===== src/power_bias_regs.svh =====
// Bit positions, codes and values of the power-down and bias control word.
// Assumes inclusion by the package and the design files; definitions only.
`ifndef POWER_BIAS_REGS_SVH
`define POWER_BIAS_REGS_SVH

// Serial word size and bit counter width
`define WORD_BITS          32
`define BITCNT_W           6
`define WORD_BITS_CNT      6'h20

// Address fields carried in every written word
`define REG_NUM_LSB        0
`define REG_NUM_MSB        2
`define REG_NUM_THIS       3'h4
`define CHIP_ADDR_LSB      3
`define CHIP_ADDR_MSB      4
`define CHIP_ADDR_VAL      2'h3

// Control fields
`define CAL_BIT            5
`define BIAS_SEL_BIT       6
`define XBIAS_LSB          7
`define XBIAS_MSB          8
`define XGAIN_LSB          9
`define XGAIN_MSB          11
`define RXBIAS_LSB         12
`define RXBIAS_MSB         16
`define TX_MOD_BIT         17
`define TX_ATT_BIT         18
`define TX_DRV_BIT         19
`define TX_OUT_BIT         20
`define TCONV_BIT          21
`define TSENS_BIT          22
`define OFFS_BIT           23
`define XAMP_BIT           24
`define LNA_BIT            25
`define VGA1_BIT           26
`define VGA2_BIT           27
`define VGA3_BIT           28
`define DEMOD_BIT          29
`define BB_BIT             30
`define RSV_BIT            31

// Power-on and recommended contents
`define POWER_ON_VALUE     32'h0060991C
`define SUGGESTED_VALUE    32'h0060751C

`endif


===== src/power_bias_pkg.sv =====
// Types shared by the serial word receiver and the power and bias register.
// Assumes power_bias_regs.svh is on the include path.
`include "power_bias_regs.svh"

package power_bias_pkg;

  // Bias current flavour of the cross-polarization output amplifier
  typedef enum logic {
    constant_bias                 = 1'b0,
    temperature_proportional_bias = 1'b1
  } bias_type_t;

  // One complete serial word handed over by the receiver
  typedef struct packed {
    logic                    valid;
    logic [`WORD_BITS-1:0]   data;
  } ser_word_t;

  // Decoded controls driven to the analog blocks
  typedef struct packed {
    bias_type_t  crosspol_amp_bias_type_select;
    logic [1:0]  crosspol_amp_bias_code;
    logic [2:0]  crosspol_amp_gain_code;
    logic [4:0]  receive_gain_stage_bias_code;
    logic        tx_modulator_shutdown;
    logic        tx_attenuator_shutdown;
    logic        tx_driver_shutdown;
    logic        tx_output_stage_shutdown;
    logic        temp_converter_shutdown;
    logic        temp_sensor_shutdown;
    logic        rx_offset_loop_shutdown;
    logic        crosspol_amp_shutdown;
    logic        rx_input_amp_shutdown;
    logic        rx_gain_stage1_shutdown;
    logic        rx_gain_stage2_shutdown;
    logic        rx_gain_stage3_shutdown;
    logic        rx_demodulator_shutdown;
    logic        rx_baseband_shutdown;
  } pwr_bias_ctrl_t;

  // Calibration sequencer
  typedef enum logic [0:0] {
    CAL_IDLE,
    CAL_RUN
  } cal_state_t;

endpackage


===== src/serial_word_receiver.sv =====
// Serial programming port: assembles one 32-bit word per latch pulse.
// Assumes the pins are asynchronous to clk and much slower than it.
`timescale 1ns/1ps
`default_nettype none
`include "power_bias_regs.svh"

module serial_word_receiver
  import power_bias_pkg::*;
(
  input  wire logic  clk,        // System clock
  input  wire logic  reset_n,    // Asynchronous reset, active low
  input  wire logic  ser_clk,    // Serial clock pin
  input  wire logic  ser_data,   // Serial data pin, bit 0 first
  input  wire logic  ser_latch,  // Latch enable pin, rising edge ends a word
  output ser_word_t  word        // Completed word with one-cycle valid
);

  // ----------------------------------------------------------------
  // Pin synchronisers
  // ----------------------------------------------------------------
  logic [2:0]            clk_sync_r;
  logic [2:0]            latch_sync_r;
  logic [1:0]            data_sync_r;
  logic [`WORD_BITS-1:0] shift_r;
  logic [`BITCNT_W-1:0]  count_r;
  ser_word_t             word_r;

  // Stage 0 feeds only stage 1; edges are taken from stages 1 and 2
  always_ff @(posedge clk or negedge reset_n) begin
    if (!reset_n) begin
      clk_sync_r   <= 3'h0;
      latch_sync_r <= 3'h0;
      data_sync_r  <= 2'h0;
    end else begin
      clk_sync_r   <= {clk_sync_r[1:0], ser_clk};
      latch_sync_r <= {latch_sync_r[1:0], ser_latch};
      data_sync_r  <= {data_sync_r[0], ser_data};
    end
  end

  wire logic sclk_rise  = clk_sync_r[1] & ~clk_sync_r[2];
  wire logic latch_rise = latch_sync_r[1] & ~latch_sync_r[2];
  wire logic full_word  = (count_r == `WORD_BITS_CNT);

  // ----------------------------------------------------------------
  // Shift register and handover
  // ----------------------------------------------------------------
  // A word of any other length than 32 bits is dropped whole
  always_ff @(posedge clk or negedge reset_n) begin
    if (!reset_n) begin
      shift_r <= '0;
      count_r <= '0;
      word_r  <= '0;
    end else begin
      word_r.valid <= latch_rise & full_word;
      if (latch_rise) begin
        word_r.data <= shift_r;
        count_r     <= '0;
      end else if (sclk_rise && !latch_sync_r[1]) begin
        shift_r <= {data_sync_r[1], shift_r[`WORD_BITS-1:1]};
        if (count_r != {`BITCNT_W{1'b1}}) begin
          count_r <= count_r + 6'h01;
        end
      end
    end
  end

  assign word = word_r;

endmodule
`default_nettype wire


===== src/power_bias_control_register.sv =====
// Power-down and bias control register with temperature converter calibration start.
// Assumes the serial pins and the calibration-done level are asynchronous to clk.
`timescale 1ns/1ps
`default_nettype none
`include "power_bias_regs.svh"

module power_bias_control_register
  import power_bias_pkg::*;
(
  input  wire logic        clk,             // System clock, 250 MHz
  input  wire logic        reset_n,         // Asynchronous reset, active low
  input  wire logic        ser_clk,         // Serial clock pin
  input  wire logic        ser_data,        // Serial data pin
  input  wire logic        ser_latch,       // Serial latch enable pin
  input  wire logic        temp_cal_done,   // Converter reports calibration finished
  output pwr_bias_ctrl_t   ctrl,            // Decoded bias and shutdown controls
  output logic [31:0]      reg_value,       // Current register contents
  output logic             write_accepted,  // One-cycle pulse per accepted word
  output logic             cal_start,       // One-cycle calibration start pulse
  output logic             cal_busy         // Calibration in progress
);

  // ----------------------------------------------------------------
  // Helpers
  // ----------------------------------------------------------------
  // True when a word carries this register's number and the chip address
  function automatic logic addr_match(input logic [`WORD_BITS-1:0] w);
    addr_match = (w[`REG_NUM_MSB:`REG_NUM_LSB] == `REG_NUM_THIS) &&
                 (w[`CHIP_ADDR_MSB:`CHIP_ADDR_LSB] == `CHIP_ADDR_VAL);
  endfunction

  // Calibration may only start while the converter is powered
  function automatic logic cal_request(input logic [`WORD_BITS-1:0] w);
    cal_request = w[`CAL_BIT] & ~w[`TCONV_BIT];
  endfunction

  // ----------------------------------------------------------------
  // Declarations
  // ----------------------------------------------------------------
  ser_word_t             word;
  logic [`WORD_BITS-1:0] reg_r;
  logic [`WORD_BITS-1:0] reg_nxt;
  cal_state_t            cal_state_r;
  cal_state_t            cal_state_nxt;
  logic                  cal_start_r;
  logic                  accepted_r;
  logic [2:0]            done_sync_r;

  // ----------------------------------------------------------------
  // Serial port
  // ----------------------------------------------------------------
  serial_word_receiver u_rx (
    .clk       (clk),
    .reset_n   (reset_n),
    .ser_clk   (ser_clk),
    .ser_data  (ser_data),
    .ser_latch (ser_latch),
    .word      (word)
  );

  // ----------------------------------------------------------------
  // Decode
  // ----------------------------------------------------------------
  wire logic write_hit  = word.valid & addr_match(word.data);
  wire logic cal_req    = write_hit & cal_request(word.data);
  wire logic done_rise  = done_sync_r[1] & ~done_sync_r[2];
  wire logic conv_off   = write_hit & word.data[`TCONV_BIT];

  // Bit 31 is reserved and always stored as zero; bit 5 follows the sequencer
  wire logic cal_bit_nxt = (cal_state_nxt == CAL_RUN);

  always_comb begin
    reg_nxt = reg_r;
    if (write_hit) begin
      reg_nxt = word.data;
    end
    reg_nxt[`CAL_BIT] = cal_bit_nxt;
    reg_nxt[`RSV_BIT] = 1'b0;
  end

  // ----------------------------------------------------------------
  // Calibration sequencer
  // ----------------------------------------------------------------
  // Shutting the converter down mid-run abandons the calibration
  always_comb begin
    cal_state_nxt = cal_state_r;
    case (cal_state_r)
      CAL_IDLE: begin
        if (cal_req) begin
          cal_state_nxt = CAL_RUN;
        end
      end
      CAL_RUN: begin
        if (done_rise || conv_off) begin
          cal_state_nxt = CAL_IDLE;
        end
      end
      default: begin
        cal_state_nxt = CAL_IDLE;
      end
    endcase
  end

  wire logic start_nxt = (cal_state_r == CAL_IDLE) && (cal_state_nxt == CAL_RUN);

  // ----------------------------------------------------------------
  // Registers
  // ----------------------------------------------------------------
  always_ff @(posedge clk or negedge reset_n) begin
    if (!reset_n) begin
      done_sync_r <= 3'h0;
    end else begin
      done_sync_r <= {done_sync_r[1:0], temp_cal_done};
    end
  end

  // Power-on contents leave the temperature blocks shut down
  always_ff @(posedge clk or negedge reset_n) begin
    if (!reset_n) begin
      reg_r       <= `POWER_ON_VALUE;
      cal_state_r <= CAL_IDLE;
      cal_start_r <= 1'b0;
      accepted_r  <= 1'b0;
    end else begin
      reg_r       <= reg_nxt;
      cal_state_r <= cal_state_nxt;
      cal_start_r <= start_nxt;
      accepted_r  <= write_hit;
    end
  end

  // ----------------------------------------------------------------
  // Outputs
  // ----------------------------------------------------------------
  assign ctrl.crosspol_amp_bias_type_select = bias_type_t'(reg_r[`BIAS_SEL_BIT]);
  assign ctrl.crosspol_amp_bias_code        = reg_r[`XBIAS_MSB:`XBIAS_LSB];
  assign ctrl.crosspol_amp_gain_code        = reg_r[`XGAIN_MSB:`XGAIN_LSB];
  assign ctrl.receive_gain_stage_bias_code  = reg_r[`RXBIAS_MSB:`RXBIAS_LSB];
  assign ctrl.tx_modulator_shutdown         = reg_r[`TX_MOD_BIT];
  assign ctrl.tx_attenuator_shutdown        = reg_r[`TX_ATT_BIT];
  assign ctrl.tx_driver_shutdown            = reg_r[`TX_DRV_BIT];
  assign ctrl.tx_output_stage_shutdown      = reg_r[`TX_OUT_BIT];
  assign ctrl.temp_converter_shutdown       = reg_r[`TCONV_BIT];
  assign ctrl.temp_sensor_shutdown          = reg_r[`TSENS_BIT];
  assign ctrl.rx_offset_loop_shutdown       = reg_r[`OFFS_BIT];
  assign ctrl.crosspol_amp_shutdown         = reg_r[`XAMP_BIT];
  assign ctrl.rx_input_amp_shutdown         = reg_r[`LNA_BIT];
  assign ctrl.rx_gain_stage1_shutdown       = reg_r[`VGA1_BIT];
  assign ctrl.rx_gain_stage2_shutdown       = reg_r[`VGA2_BIT];
  assign ctrl.rx_gain_stage3_shutdown       = reg_r[`VGA3_BIT];
  assign ctrl.rx_demodulator_shutdown       = reg_r[`DEMOD_BIT];
  assign ctrl.rx_baseband_shutdown          = reg_r[`BB_BIT];

  assign reg_value      = reg_r;
  assign write_accepted = accepted_r;
  assign cal_start      = cal_start_r;
  assign cal_busy       = (cal_state_r == CAL_RUN);
endmodule
`default_nettype wire


===== config.mk =====
export PLATFORM = sky130hd
export DESIGN_NAME = power_bias_control_register
export DESIGN_NICKNAME = d
export VERILOG_FILES = /design/src/power_bias_pkg.sv /design/src/serial_word_receiver.sv /design/src/power_bias_control_register.sv
export VERILOG_INCLUDE_DIRS = /design/src
export SDC_FILE = /design/constraint.sdc
export NUM_CORES = 1
export LEC_CHECK = 0
export ABC_AREA = 1
export BUFFER_PORTS_ARGS = -buffer_cell sky130_fd_sc_hd__buf_2
export CORE_UTILIZATION = 45
export DETAILED_ROUTE_END_ITERATION = 8
export GPL_TIMING_DRIVEN = 1
export HOLD_SLACK_MARGIN = 0.1
export PLACE_DENSITY_LB_ADDON = 0.1
export SKIP_LAST_GASP = 1
export SYNTH_ARGS = -nofsm -noshare
export SYNTH_HDL_FRONTEND = slang
export SYNTH_HIERARCHICAL = 1
export SYNTH_SLANG_ARGS = --single-unit

===== constraint.sdc =====
create_clock -name clk -period 3.13 [get_ports clk]
set_clock_uncertainty 0.2 [all_clocks]
set_input_delay 0.939 -clock clk [delete_from_list [all_inputs] [get_ports clk]]
set_output_delay 0.939 -clock clk [all_outputs]
set_load 0.05 [all_outputs]

==> impl_results.md <==
- Core Box Area: 9770 sq um
- Crit-path max FO: 3
- DR iter-0 viols: 143
- Vias in the first global route: 2712
- Yosys warns: 6
- Setup TNS: 0 ns
- R2R Setup Slk: approximately 1.1 ns
- CP peak stage delay: 0.54 ns
- Max-cap violations: 0
- HP Class: reg2reg
- CP bufs+invs: 1
- Largest net degree at the start of global routing: 49
- Number of buffers created by CTS: 17
- ANT nets after route: 0
- Synth Instances: 470
- Required time worst endpoint: 1.99 ns
- Hpwl dp: ~4800 microns
- # rows: 36
- Clock sinks: 114
- Syn avg cell area: 9.68 sq um
- Final Slew Violations: 0
- Setup bufs post-CTS: 0
- Nature of the critical path endpoint: output port
- Die span in y: approximately 100 microns
- P_leak: 0.00275 uW
- Vias: about 2900
- Starting Density: 0.466
- Input/output buffers: between 60 and 70
- DRT Pass-1 Iters: 4
- Worst-skew pair later-pin latency: 0.52 ns
- Post-CTS sizing: 0
- Clk root buf: clkbuf_8
- Share of cells above drive strength 1: 0.227
- P&R area growth vs syn: 16.6%
- Final Setup Violations: 0
- GRT overflow: 0
- Achievable frequency: 407 MHz
- Die ar.: 10500 sq um
- Final Non-Filler Cells: 657
- # IOs: 66
- PwrDens: around 660 nW/um^2
- Syn Nets: 478
- CP max-delay cell: dfstp_2
- Relative max-transition margin: 0.563
- Worst Setup Start Kind: flip-flop
- Maximum clock insertion buffer count: 2
- Final hold vios: 0
- Die X: roughly 100 microns
- Area of the mapped netlist: around 4600 sq um
- Placed cell count: 625
- Least-Margin Pin Slew: 0.655 ns
- Drt wl/cell: 11.9 microns
- Number of fill cells in the layout: 902
- CP Data Arrival Time: 1.32 ns
- Worst Setup Path Type: reg2out
- H-Tree Depth: 4
- VDD IR-drop max: between 0.3 and 0.4 mV
- CTS tree: built
- Outcome: finished, final reports clean
- CP top delay family: flip-flops
- Via density: 4.48
- Number of antenna violations at the first check in global routing: 0
- Post-CTS Hold Fix Bufs: 0
- RSZ-0062 raised after global routing: no
- Crit path time final: 2.45 ns
- Clk slew on worst S/H paths: 0.05 ns
- Fin crit share: 0.784
- CP cell instances: buf_2
- Total design power: 3520 uW
- Nets: 519
- GP Congestion: 0.731
- Final WL: between 7000 and 8000 microns
- Final Util: 0.543
- GRT Total Usage: 0.169
- DRC: 0
- First-pass GRT wire length: roughly 13000 microns
- Diode count: 0
==> worst paths after layout <==
path | start | endpoint | cells past startpoint
min reg2reg | u_rx/clk_sync_r[0] | u_rx/clk_sync_r[1] | 0
max | reg_value[12] | reg_value[12] | 1
min | u_rx/clk_sync_r[0] | u_rx/clk_sync_r[1] | 0
max in group asynchronous | reset_n | reg_value[11] | 2
max reg2reg | u_rx/word[2] | reg_value[16] | 6
min in group asynchronous | reset_n | reg_value[19] | 1
==> layer usage <==
| layer | track usage | part of all wire |
|---|---|---|
| met2 | 0.246 | 0.44 |
| met3 | 0.0671 | 0.048 |
| met1 | 0.223 | 0.50 |
| met5 | 0 | 0 |
| met4 | 0.0791 | 0.013 |
==> registers in the layout (all words and copies together), names as in the netlist <==
register,cells
u_rx/shift_r,32
u_rx/word,32
reg_value,30
u_rx/count_r,6
done_sync_r,3
u_rx/clk_sync_r,3
u_rx/latch_sync_r,3
u_rx/data_sync_r,2
cal_busy,1
cal_start,1
write_accepted,1
==> metrics by stage <==
step / hold WS [ns] / worst slack (ns) / cell area [sq um]
after global placement: 0.133 / 1.14 / 4730
after CTS: 0.147 / 0.641 / 5310
after detailed placement: 0.135 / 1.06 / 4730
after floorplan: 0.131 / 1.06 / 4550
after global routing: 0.153 / 0.619 / 5310
final: 0.146 / 0.676 / 5310
==> layout by cell type (no fill, tap or decap) <==
cell          n
o21bai_1      1
clkinv_2      6
buf_12        2
inv_2         1
or2_2         1
nor4_1        1
nor2_2        2
clkbuf_1      2
dfstp_2       9
bufinv_16     2
clkbuf_8      4
nand2_2       2
nor2_1        9
nand3_1       6
nor2_4        2
o21ai_2       2
buf_2        63
clkinvlp_4    3
a21oi_1       2
nand4_1       4
inv_1        45
dfrtp_1     105
o21ai_1       8
clkbuf_16    16
nand2_1     167
buf_4         4
a31oi_1       1
ha_1          2
o21ai_0      51
conb_1        1
==> power breakdown <==
| part | leakage, uW | switching [uW] | internal [uW] | total, uW |
|---|---|---|---|---|
| Clock | 0.000277 | 630 | 1190 | 1810 |
| Sequential | 0.00152 | 34.2 | 1540 | 1570 |
| Combinational | 0.000955 | 94.6 | 41.2 | 136 |
==> cell type report <==
cell class	instances	area, sq um	area share
multi-input combinational	262	1140	0.215
clock inverter	10	108	0.0203
timing repair buffer	69	385	0.0726
sequential	114	2860	0.540
tap	133	166	0.0314
inverter	47	178	0.0335
clock buffer	22	463	0.0873
No activity file was read; power rests on OpenSTA's default activity.
